<file path="config.mk">
export PLATFORM = sky130hd
export DESIGN_NAME = uaw_top
export DESIGN_NICKNAME = d
export VERILOG_FILES = /design/src/shared/uaw_pkg.sv /design/src/hw/uaw_baud_counter.sv /design/src/hw/uaw_top.sv
export SDC_FILE = /design/constraint.sdc
export NUM_CORES = 1
export LEC_CHECK = 0
export ABC_AREA = 1
export BUFFER_PORTS_ARGS = -buffer_cell sky130_fd_sc_hd__buf_2
export CELL_PAD_IN_SITES_DETAIL_PLACEMENT = 1
export CELL_PAD_IN_SITES_GLOBAL_PLACEMENT = 1
export CORE_AREA = 10 10 135 137
export DETAILED_ROUTE_END_ITERATION = 8
export DIE_AREA = 0 0 145 147
export PLACE_DENSITY_LB_ADDON = 0.1
export SLEW_MARGIN = 20
export SYNTH_ARGS = -nofsm -noshare
export SYNTH_HDL_FRONTEND = slang
export SYNTH_HIERARCHICAL = 1
export SYNTH_SLANG_ARGS = --single-unit
export TNS_END_PERCENT = 20
</file>
<file path="constraint.sdc">
create_clock -name pclk -period 4.55 [get_ports pclk]
set_input_delay 0.91 -clock pclk [delete_from_list [all_inputs] [get_ports pclk]]
set_output_delay 0.91 -clock pclk [all_outputs]
set_load 0.1 [all_outputs]
</file>
<file path="src/shared/uaw_pkg.sv">
//
// Function
// - Set the overflow flag when the 16-bit baud counter wraps before edge five.
// - A baud counter overflow also sets the receive interrupt flag.
// - After overflow the baud counter keeps counting until the fifth rising edge.
// - Idle flag reads 0 during baud detection, set at the fifth rising edge.
// - A buffer read after overflow lets the fifth edge set the flag again.
// - Clearing detect enable early lets remaining falling edges start characters.
// - In sleep the baud generator stops and no character is received.
// - Wake on break works only in asynchronous mode.
// - Wake enable suspends reception and keeps the receiver idle.
// - A falling edge on the data line while wake is enabled wakes.
// - The wake event raises the receive interrupt flag.
// - Reading the receive buffer clears the wake interrupt condition.
// - The rising edge ending the break clears wake enable in hardware.
// - A non-zero character wakes at its first low time; rest is fragment.
//
package uaw_pkg;

  // ----------------------------------------------------------------------
  // Register offsets
  // ----------------------------------------------------------------------
  localparam logic [7:0] OFS_CTRL = 8'h00;
  localparam logic [7:0] OFS_STATUS = 8'h04;
  localparam logic [7:0] OFS_RXBUF = 8'h08;
  localparam logic [7:0] OFS_DIVISOR = 8'h0C;
  localparam logic [7:0] OFS_IRQ_STATUS = 8'h10;
  localparam logic [7:0] OFS_IRQ_MASK = 8'h14;

  // ----------------------------------------------------------------------
  // Field positions
  // ----------------------------------------------------------------------
  localparam int CTRL_ABD_BIT = 0;
  localparam int CTRL_WAKE_BIT = 1;
  localparam int CTRL_ASYNC_BIT = 2;
  localparam int ST_RIF_BIT = 0;
  localparam int ST_RIDL_BIT = 1;
  localparam int ST_OVF_BIT = 2;
  localparam int IRQ_RXCHAR_BIT = 0;
  localparam int IRQ_WAKE_BIT = 1;
  localparam int IRQ_OVF_BIT = 2;
  localparam int IRQ_BAUD_BIT = 3;
  localparam int IRQ_W = 4;

  // ----------------------------------------------------------------------
  // Reset values and counts
  // ----------------------------------------------------------------------
  localparam logic [2:0] CTRL_RESET = 3'h4;
  localparam logic [15:0] DIVISOR_RESET = 16'h00D0;
  localparam logic [IRQ_W-1:0] MASK_RESET = 4'h0;
  localparam logic [2:0] ABD_LAST_RISE = 3'h3;
  localparam logic [2:0] ABD_PRESCALE_LAST = 3'h7;
  localparam logic [3:0] RX_DATA_BITS = 4'h8;

  typedef enum logic [1:0] {
    RX_IDLE,
    RX_START,
    RX_DATA,
    RX_STOP
  } uaw_rx_state_t;

  typedef enum logic [1:0] {
    AB_IDLE,
    AB_WAIT_FALL,
    AB_WAIT_RISE,
    AB_COUNT
  } uaw_abd_state_t;

endpackage : uaw_pkg

</file>
<file path="src/hw/uaw_baud_counter.sv">
`timescale 1ns/1ps
module uaw_baud_counter #(
  parameter int WIDTH = 16
) (
  input wire logic pclk,
  input wire logic presetn,
  input wire logic clr,
  input wire logic inc,
  output logic [WIDTH-1:0] cnt_reg,
  output logic ovf_reg
);

  // ----------------------------------------------------------------------
  // Free counter that wraps and keeps going after overflow.
  // ----------------------------------------------------------------------
  always_ff @(posedge pclk or negedge presetn) begin
    if (!presetn) begin
      cnt_reg <= '0;
      ovf_reg <= 1'b0;
    end else if (clr) begin
      cnt_reg <= '0;
      ovf_reg <= 1'b0;
    end else begin
      ovf_reg <= inc && (&cnt_reg);
      if (inc) begin
        cnt_reg <= cnt_reg + 1'b1;
      end
    end
  end

endmodule : uaw_baud_counter

</file>
<file path="src/hw/uaw_top.sv">
// Chosen here: the APB register port and the placing of the registers.
`timescale 1ns/1ps
module uaw_top #(
  parameter int CNT_W = 16
) (
  input wire logic pclk,
  input wire logic presetn,
  input wire logic psel,
  input wire logic penable,
  input wire logic pwrite,
  input wire logic [7:0] paddr,
  input wire logic [31:0] pwdata,
  output logic [31:0] prdata,
  output logic pready,
  output logic pslverr,
  input wire logic rxd,
  input wire logic sleep,
  output logic irq
);

  // ----------------------------------------------------------------------
  // Register bus.
  // ----------------------------------------------------------------------
  logic pready_reg;
  logic [31:0] prdata_reg;
  logic pslverr_reg;
  logic wr_done;
  logic rd_done;
  logic hit;
  logic [2:0] ctrl_reg;
  logic ovf_flag_reg;
  logic rif_reg;
  logic ridl_reg;
  logic [7:0] rxbuf_reg;
  localparam int IRQ_W_L = uaw_pkg::IRQ_W;
  logic [15:0] div_reg;
  logic [IRQ_W_L-1:0] ist_reg;
  logic [IRQ_W_L-1:0] mask_reg;

  assign wr_done = psel && penable && pready_reg && pwrite;
  assign rd_done = psel && penable && pready_reg && !pwrite;
  assign hit = (paddr == uaw_pkg::OFS_CTRL) ||
               (paddr == uaw_pkg::OFS_STATUS) ||
               (paddr == uaw_pkg::OFS_RXBUF) ||
               (paddr == uaw_pkg::OFS_DIVISOR) ||
               (paddr == uaw_pkg::OFS_IRQ_STATUS) ||
               (paddr == uaw_pkg::OFS_IRQ_MASK);

  always_ff @(posedge pclk or negedge presetn) begin
    if (!presetn) begin
      pready_reg <= 1'b0;
      pslverr_reg <= 1'b0;
      prdata_reg <= 32'h00000000;
    end else begin
      pready_reg <= psel && penable && !pready_reg;
      pslverr_reg <= psel && penable && !pready_reg && !hit;
      if (psel && !penable) begin
        case (paddr)
          uaw_pkg::OFS_CTRL: prdata_reg <= {29'h0, ctrl_reg};
          uaw_pkg::OFS_STATUS:
            prdata_reg <= {29'h0, ovf_flag_reg, ridl_reg, rif_reg};
          uaw_pkg::OFS_RXBUF: prdata_reg <= {24'h0, rxbuf_reg};
          uaw_pkg::OFS_DIVISOR: prdata_reg <= {16'h0, div_reg};
          uaw_pkg::OFS_IRQ_STATUS: prdata_reg <= {28'h0, ist_reg};
          uaw_pkg::OFS_IRQ_MASK: prdata_reg <= {28'h0, mask_reg};
          default: prdata_reg <= 32'h00000000;
        endcase
      end
    end
  end

  assign prdata = prdata_reg;
  assign pready = pready_reg;
  assign pslverr = pslverr_reg;

  // ----------------------------------------------------------------------
  // Line edges and baud prescaler.
  // ----------------------------------------------------------------------
  logic rxd_prev_reg;
  logic rx_fall;
  logic rx_rise;
  logic [2:0] pre_reg;
  logic pre_tick;
  logic ab_ovf;
  logic [CNT_W-1:0] ab_cnt;
  uaw_pkg::uaw_abd_state_t ab_state_reg;
  logic [2:0] rise_cnt_reg;
  logic ab_done;
  logic ab_clr;

  assign rx_fall = rxd_prev_reg && !rxd;
  assign rx_rise = !rxd_prev_reg && rxd;
  assign pre_tick = (pre_reg == uaw_pkg::ABD_PRESCALE_LAST) && !sleep;

  always_ff @(posedge pclk or negedge presetn) begin
    if (!presetn) begin
      rxd_prev_reg <= 1'b1;
      pre_reg <= 3'h0;
    end else begin
      rxd_prev_reg <= rxd;
      if (ab_clr) begin
        pre_reg <= 3'h0;
      end else if (!sleep) begin
        pre_reg <= pre_reg + 3'h1;
      end
    end
  end

  // ----------------------------------------------------------------------
  // Automatic baud detection.
  // ----------------------------------------------------------------------
  assign ab_clr = (ab_state_reg == uaw_pkg::AB_WAIT_RISE) && rx_rise;
  assign ab_done = (ab_state_reg == uaw_pkg::AB_COUNT) && rx_rise &&
                   (rise_cnt_reg == uaw_pkg::ABD_LAST_RISE);

  uaw_baud_counter #(.WIDTH(CNT_W)) u_cnt (
    .pclk(pclk),
    .presetn(presetn),
    .clr(ab_clr),
    .inc(pre_tick && (ab_state_reg == uaw_pkg::AB_COUNT)),
    .cnt_reg(ab_cnt),
    .ovf_reg(ab_ovf)
  );

  always_ff @(posedge pclk or negedge presetn) begin
    if (!presetn) begin
      ab_state_reg <= uaw_pkg::AB_IDLE;
      rise_cnt_reg <= 3'h0;
    end else if (!ctrl_reg[uaw_pkg::CTRL_ABD_BIT]) begin
      ab_state_reg <= uaw_pkg::AB_IDLE;
      rise_cnt_reg <= 3'h0;
    end else begin
      case (ab_state_reg)
        uaw_pkg::AB_IDLE: ab_state_reg <= uaw_pkg::AB_WAIT_FALL;
        uaw_pkg::AB_WAIT_FALL: begin
          if (rx_fall) begin
            ab_state_reg <= uaw_pkg::AB_WAIT_RISE;
          end
        end
        uaw_pkg::AB_WAIT_RISE: begin
          if (rx_rise) begin
            ab_state_reg <= uaw_pkg::AB_COUNT;
            rise_cnt_reg <= 3'h0;
          end
        end
        uaw_pkg::AB_COUNT: begin
          if (ab_done) begin
            ab_state_reg <= uaw_pkg::AB_IDLE;
          end else if (rx_rise) begin
            rise_cnt_reg <= rise_cnt_reg + 3'h1;
          end
        end
        default: ab_state_reg <= uaw_pkg::AB_IDLE;
      endcase
    end
  end

  logic ovf_evt;
  assign ovf_evt = ab_ovf && (ab_state_reg == uaw_pkg::AB_COUNT);

  always_ff @(posedge pclk or negedge presetn) begin
    if (!presetn) begin
      div_reg <= uaw_pkg::DIVISOR_RESET;
    end else if (ab_done) begin
      div_reg <= (ab_cnt == '0) ? 16'h0001 : 16'(ab_cnt);
    end else if (wr_done && paddr == uaw_pkg::OFS_DIVISOR) begin
      div_reg <= (pwdata[15:0] == 16'h0000) ? 16'h0001 : pwdata[15:0];
    end
  end

  // ----------------------------------------------------------------------
  // Wake on break.
  // ----------------------------------------------------------------------
  logic wake_evt;
  logic wake_end;
  logic wake_seen_reg;
  logic wake_on;

  assign wake_on = ctrl_reg[uaw_pkg::CTRL_WAKE_BIT] &&
                   ctrl_reg[uaw_pkg::CTRL_ASYNC_BIT];
  assign wake_evt = wake_on && rx_fall && !wake_seen_reg;
  assign wake_end = wake_on && rx_rise;

  always_ff @(posedge pclk or negedge presetn) begin
    if (!presetn) begin
      wake_seen_reg <= 1'b0;
    end else if (!wake_on || wake_end) begin
      wake_seen_reg <= 1'b0;
    end else if (wake_evt) begin
      wake_seen_reg <= 1'b1;
    end
  end

  always_ff @(posedge pclk or negedge presetn) begin
    if (!presetn) begin
      ctrl_reg <= uaw_pkg::CTRL_RESET;
    end else if (wr_done && paddr == uaw_pkg::OFS_CTRL) begin
      ctrl_reg <= pwdata[2:0];
    end else begin
      if (ab_done) begin
        ctrl_reg[uaw_pkg::CTRL_ABD_BIT] <= 1'b0;
      end
      if (wake_end) begin
        ctrl_reg[uaw_pkg::CTRL_WAKE_BIT] <= 1'b0;
      end
    end
  end

  // ----------------------------------------------------------------------
  // Character receiver.
  // ----------------------------------------------------------------------
  uaw_pkg::uaw_rx_state_t rx_state_reg;
  logic [15:0] tick_reg;
  logic [3:0] bit_cnt_reg;
  logic [7:0] shift_reg;
  logic rx_hold;
  logic rx_char;

  assign rx_hold = sleep || ctrl_reg[uaw_pkg::CTRL_ABD_BIT] ||
                   wake_on;
  assign rx_char = (rx_state_reg == uaw_pkg::RX_STOP) &&
                   (tick_reg == div_reg - 16'h0001) && !rx_hold;

  always_ff @(posedge pclk or negedge presetn) begin
    if (!presetn) begin
      rx_state_reg <= uaw_pkg::RX_IDLE;
      tick_reg <= 16'h0000;
      bit_cnt_reg <= 4'h0;
      shift_reg <= 8'h00;
    end else if (rx_hold) begin
      rx_state_reg <= uaw_pkg::RX_IDLE;
      tick_reg <= 16'h0000;
    end else begin
      case (rx_state_reg)
        uaw_pkg::RX_IDLE: begin
          tick_reg <= 16'h0000;
          if (rx_fall) begin
            rx_state_reg <= uaw_pkg::RX_START;
          end
        end
        uaw_pkg::RX_START: begin
          tick_reg <= tick_reg + 16'h0001;
          if (tick_reg == {1'b0, div_reg[15:1]}) begin
            tick_reg <= 16'h0000;
            bit_cnt_reg <= 4'h0;
            rx_state_reg <= rxd ? uaw_pkg::RX_IDLE : uaw_pkg::RX_DATA;
          end
        end
        uaw_pkg::RX_DATA: begin
          tick_reg <= tick_reg + 16'h0001;
          if (tick_reg == div_reg - 16'h0001) begin
            tick_reg <= 16'h0000;
            shift_reg <= {rxd, shift_reg[7:1]};
            bit_cnt_reg <= bit_cnt_reg + 4'h1;
            if (bit_cnt_reg == uaw_pkg::RX_DATA_BITS - 4'h1) begin
              rx_state_reg <= uaw_pkg::RX_STOP;
            end
          end
        end
        uaw_pkg::RX_STOP: begin
          tick_reg <= tick_reg + 16'h0001;
          if (rx_char) begin
            rx_state_reg <= uaw_pkg::RX_IDLE;
          end
        end
        default: rx_state_reg <= uaw_pkg::RX_IDLE;
      endcase
    end
  end

  always_ff @(posedge pclk or negedge presetn) begin
    if (!presetn) begin
      rxbuf_reg <= 8'h00;
    end else if (rx_char) begin
      rxbuf_reg <= shift_reg;
    end
  end

  // ----------------------------------------------------------------------
  // Flags and interrupt.
  // ----------------------------------------------------------------------
  logic buf_read;
  logic rif_set;
  logic [IRQ_W_L-1:0] ist_set;

  assign buf_read = rd_done && paddr == uaw_pkg::OFS_RXBUF;
  assign rif_set = rx_char || ovf_evt || ab_done || wake_evt;

  always_ff @(posedge pclk or negedge presetn) begin
    if (!presetn) begin
      rif_reg <= 1'b0;
    end else if (rif_set) begin
      rif_reg <= 1'b1;
    end else if (buf_read) begin
      rif_reg <= 1'b0;
    end
  end

  always_ff @(posedge pclk or negedge presetn) begin
    if (!presetn) begin
      ovf_flag_reg <= 1'b0;
    end else if (ovf_evt) begin
      ovf_flag_reg <= 1'b1;
    end else if (wr_done && paddr == uaw_pkg::OFS_STATUS &&
                 pwdata[uaw_pkg::ST_OVF_BIT]) begin
      ovf_flag_reg <= 1'b0;
    end
  end

  always_ff @(posedge pclk or negedge presetn) begin
    if (!presetn) begin
      ridl_reg <= 1'b1;
    end else begin
      ridl_reg <= !ctrl_reg[uaw_pkg::CTRL_ABD_BIT] &&
                  (rx_state_reg == uaw_pkg::RX_IDLE);
    end
  end

  assign ist_set = {ab_done, ovf_evt, wake_evt, rx_char};

  always_ff @(posedge pclk or negedge presetn) begin
    if (!presetn) begin
      ist_reg <= '0;
    end else if (rd_done && paddr == uaw_pkg::OFS_IRQ_STATUS) begin
      ist_reg <= ist_set;
    end else begin
      ist_reg <= ist_reg | ist_set;
    end
  end

  always_ff @(posedge pclk or negedge presetn) begin
    if (!presetn) begin
      mask_reg <= uaw_pkg::MASK_RESET;
      irq <= 1'b0;
    end else begin
      if (wr_done && paddr == uaw_pkg::OFS_IRQ_MASK) begin
        mask_reg <= pwdata[IRQ_W_L-1:0];
      end
      irq <= |(ist_reg & mask_reg);
    end
  end
endmodule : uaw_top

</file>
# Yosys cells after proc, flatten, opt, wreduce, memory -nomap -nowiden
# Index checks and enable logic that the tools add are counted.
# word_totals
inputBits	47
elab_cells	181
reg_bits	130
# op_classes
bitwise_logic	3
n_eq_ne	30
addsub	6
muxes	45
reduce_logical	72
# ops
cell	count
$mux W16	9
$pmux W16 S6	1
$pmux W16 S4	1
$add A16 B1 Y16 const B	2
$logic_not A16 Y1	2
$logic_and A1 B1 Y1	30
$ne A3 B3 Y1 const B	10
$mux W2	12
$mux W3	6
$eq A16 B15 Y1	1
$eq A16 B16 Y1	1
$eq A8 B4 Y1 const B	2
$eq A8 B5 Y1 const B	2
$pmux W2 S4	2
$reduce_and A16 Y1	1
$reduce_bool A2 Y1	8
$sub A16 B1 Y16 const B	1
$mux W4	3
$logic_not A1 Y1	11
$logic_or A1 B1 Y1	11
$mux W1	9
$eq A2 B2 Y1 const B	4
$eq A8 B3 Y1 const B	1
$logic_not A8 Y1	1
19 further kinds	25

# Logic depth before layout (Yosys ltp)
# depth
word_depth	8
depth_mapped	16

# By module
# The synthesis kept the hierarchy.
# by_module_without_submodules
module	seq_area_each_um2	cells_per_inst	area_each_um2	n_inst
uaw_top	2434.8	741	5899.4	1
uaw_baud_counter	425.4	123	960.9	1

# Worst setup path after synthesis
# Ideal clock, no wire load.
# synth_path
path_type	in2reg
startpoint	input paddr[5]
endpoint	register div_reg[4]
t_required_ns	4.465
path_buffers	1
slack_ns	2.248
setup_time_ns	0.085
arrival_time_ns	2.217
path_stages	8
path_cell_list	nor2_1 nand2_1 nor2_1 nand3_1 nor2_1 nand2_1 clkbuf_1 o221ai_1
# synth_via
elab_chain_len	3
# synth_rtl
item	line_no	text
start: declaration	uaw_top.sv:11	input wire logic [7:0] paddr,
$eq A8 B4 Y1	uaw_top.sv:166	end else if (wr_done && paddr == uaw_pkg::OFS_DIVISOR) begin
$logic_and A1 B1 Y1	uaw_top.sv:166	
$reduce_bool A2 Y1 (no source line)	-	
end signal: assignment	uaw_top.sv:163	div_reg <= uaw_pkg::DIVISOR_RESET;
end signal: assignment	uaw_top.sv:165	div_reg <= (ab_cnt == '0) ? 16'h0001 : 16'(ab_cnt);
end signal: assignment	uaw_top.sv:167	div_reg <= (pwdata[15:0] == 16'h0000) ? 16'h0001 : pwdata[15:0];
end: declaration	uaw_top.sv:36	logic [15:0] div_reg;
# Every way passes these cells.
# A chain may end at the register's enable or synchronous reset.

# Worst setup path in the final report
# layout_path
startpoint	input paddr[5]
endpoint	register div_reg[0]
# Same word-level chain as after synthesis.

==> out/summary.txt <==
Drt first-iter violations: 303
Die X: 145 um
Core area: 0.0156 mm2
Drt drc: 0
Vias in the first global route: 6560
Largest area contributor in the netlist: dfrtp_1
Post_cts resized: 0
Fin crit share: 59.9%
Worst R2R Start: div_reg[0]$_DFFE_PN0P_
Layout area overhead: 13.6%
Critical path capture point type: flop
CTS Hold Bufs: 0
ANT nets after route: 0
Post-route cell area: 0.00779 mm2
Worst r2r dst: tick_reg[13]$_DFF_PN0_
HPWL Detailed: 15600 um
Multi-input logic area: 0.00338 mm2
Post-synth EDFFs: 0
Pwr/cell area: 338 mW/mm2
Pleak: 0.00367 uW
Total Wirelength: 20200 um
Worst Setup SP: paddr[5]
Vias: 5979
Post-synth ARST share: 100%
MaxCap Viol Count: 0
H-tree Lvls: 4
CP arrival: 2.98 ns
Hold Vio Cnt, Final: 0
Achievable frequency: 0.367 GHz
Skew final: 0.00981 ns
Placer Congestion: 0.913
TritonCTS buffer count: 17
Root buffer cell: clkbuf_16
Max_slew headroom: 38.2%
Skew-Pair Late Insertion Delay: 0.42 ns
Worst setup SP type: input pin
Unique masters post-synth: 49
PortBufs: 49
Hold Crit Class: flop to flop
Synth Flop Type: dfrtp_1
Starting Density: 44.0%
Share of the synthesized area in the top cell type: 39.4%
Worst-case clock buffer depth: 2
Die Ht: 147 um
Diode count: 0
RSZ-0062 raised after global routing: no
Post-Route Utilization: 50.0%
Total GRT Usage: 19.5%
Rows: 46
Worst-path maximum fanout: 13
Worst-Margin Slew: 0.928 ns
Io pins: 82
Final worst path period need: 2.72 ns
CTS tree: yes
Postcts setup bufs: 0
Syn Area/Cell: 7.94 um2
Slew Viols, Final: 0
CTS clk-pin slew, worst paths: 0.05 ns
Worst endpoint required time: 4.81 ns
Initial antenna violation count: 0
Layout cells sized above 1: 15.9%
R2R Setup Slk: 1.92 ns
First-pass GRT wire length: 33900 um
Peak supply drop: 0.267 mV
Setup Crit Path Kind: input pin to flop
Final nets: 976
Gate Count Post-Synth: 864
WL per Instance: 17.7 um
Most common cell after layout, fill and taps aside: nand2_1
Yosys warns: 6
Fillers: 1931
Area contributors post-synth: dfrtp_1, nand2_1, inv_1
Critical path endpoint: div_reg[0]$_DFFE_PN0P_
Worst R2R Path Depth: 13
Power, Total: 2630 uW
Flops & latches, synth: 114
Clk sinks: 114
Dpl cell area: 0.00724 mm2
DR vias/cell: 5.22
Reg area: 0.00286 mm2
Largest net degree at the start of global routing: 70
Most frequent cells in the layout: nand2_1, inv_1, dfrtp_1
Drt first pass iters: 4
Setup TNS: 0 ns
Setup violations, final: 0
Die area: 0.0213 mm2
Register area share after synthesis: 41.7%
Status: finished, final reports clean
Synthesized cell area: 0.00686 mm2
Congestion Overflow GR: 0
-- critical path, stage by stage --
cell and delay [ns]:
buf_2 0.10, nor2_1 0.10, nand2_1 0.17, nor2_1 0.42
nand3_1 0.13, inv_1 0.26, nand2_1 0.10, nand2_1 0.37
inv_1 0.19, nand2_1 0.11, o221ai_1 0.12
-- routing by layer --
metal	routed length, um	GRT usage [%]	vias to the layer above	share of wire [%]
met3	699	4.82	23	3.5
met1	8780	23.1	2979	43
met4	240	4.44	0	1.2
met5	0	0	-	0
met2	10500	34.8	82	52
li1	-	-	2895	-
-- metrics by stage --
stage               worst slack [ns]  std cells  hold slack (ns)
floorplan                       2.25        879            0.453
global placement                1.58       1114            0.462
detailed placement              1.41       1114            0.471
CTS                             1.83       1145            0.485
global route                    1.58       1145            0.511
finish                          1.83       1145            0.486
-- worst min-delay path by stage --
stage	slack [ns]	cells past startpoint	to	from
3_3_place_gp	0.46	2	prdata[15]$_DFFE_PN0P_	prdata[15]$_DFFE_PN0P_
5_1_grt	0.51	2	mask_reg[0]$_DFFE_PN0P_	mask_reg[0]$_DFFE_PN0P_
2_1_floorplan	0.45	2	mask_reg[0]$_DFFE_PN0P_	mask_reg[0]$_DFFE_PN0P_
4_1_cts	0.48	2	prdata[5]$_DFFE_PN0P_	prdata[5]$_DFFE_PN0P_
6_report	0.49	2	prdata[5]$_DFFE_PN0P_	prdata[5]$_DFFE_PN0P_
3_5_place_dp	0.47	2	prdata[5]$_DFFE_PN0P_	prdata[5]$_DFFE_PN0P_
-- cell families (layout without fill, tap and decap cells) --
group	Yosys count	after routing	synth area share [%]
simple gates	428	428	30.0
buf+inv	155	205	9.90
compound gates	121	121	11.9
flops	114	114	41.7
xor+xnor	33	33	4.21
fa+ha+maj	12	12	2.19
other cells	1	16	0.0547
-- synth_stat cells (3+ instances only) --
| cell | instances |
|---|---|
| o221ai_1 | 13 |
| o21ai_0 | 30 |
| or2_2 | 3 |
| nand3b_1 | 5 |
| nand2_2 | 4 |
| o21bai_1 | 3 |
| o21ai_2 | 17 |
| nor3_1 | 16 |
| buf_2 | 5 |
| nand2_4 | 5 |
| nand2_1 | 203 |
| inv_2 | 3 |
| dfrtp_1 | 108 |
| xor2_1 | 17 |
| o22ai_1 | 6 |
| nand4_1 | 21 |
| nor2_4 | 16 |
| a22oi_1 | 4 |
| a21oi_1 | 20 |
| nor2_2 | 8 |
| xnor2_1 | 16 |
| o211ai_1 | 6 |
| nand3_1 | 49 |
| inv_1 | 117 |
| ha_1 | 12 |
| a31oi_1 | 3 |
| dfstp_2 | 6 |
| clkbuf_1 | 10 |
| buf_4 | 16 |
| o41ai_1 | 4 |
| nor2_1 | 81 |
| nor4_1 | 7 |
| o31ai_1 | 9 |
-- area by class of cell --
cell class,count,share of cell area (%)
clock buffers,27,6.45
clock inverters,4,0.642
inverters,121,5.83
multi-input cells,610,43.3
flip-flops and latches,114,36.7
well taps,216,3.47
repair buffers,53,3.56
-- power breakdown --
part	leakage (uW)	switching (uW)	internal [uW]
Clock	0.000264	454	804
Combinational	0.00196	221	66.6
Sequential	0.00144	35.4	1050
Total	0.00367	710	1920
(Power assumes the default switching activity.)
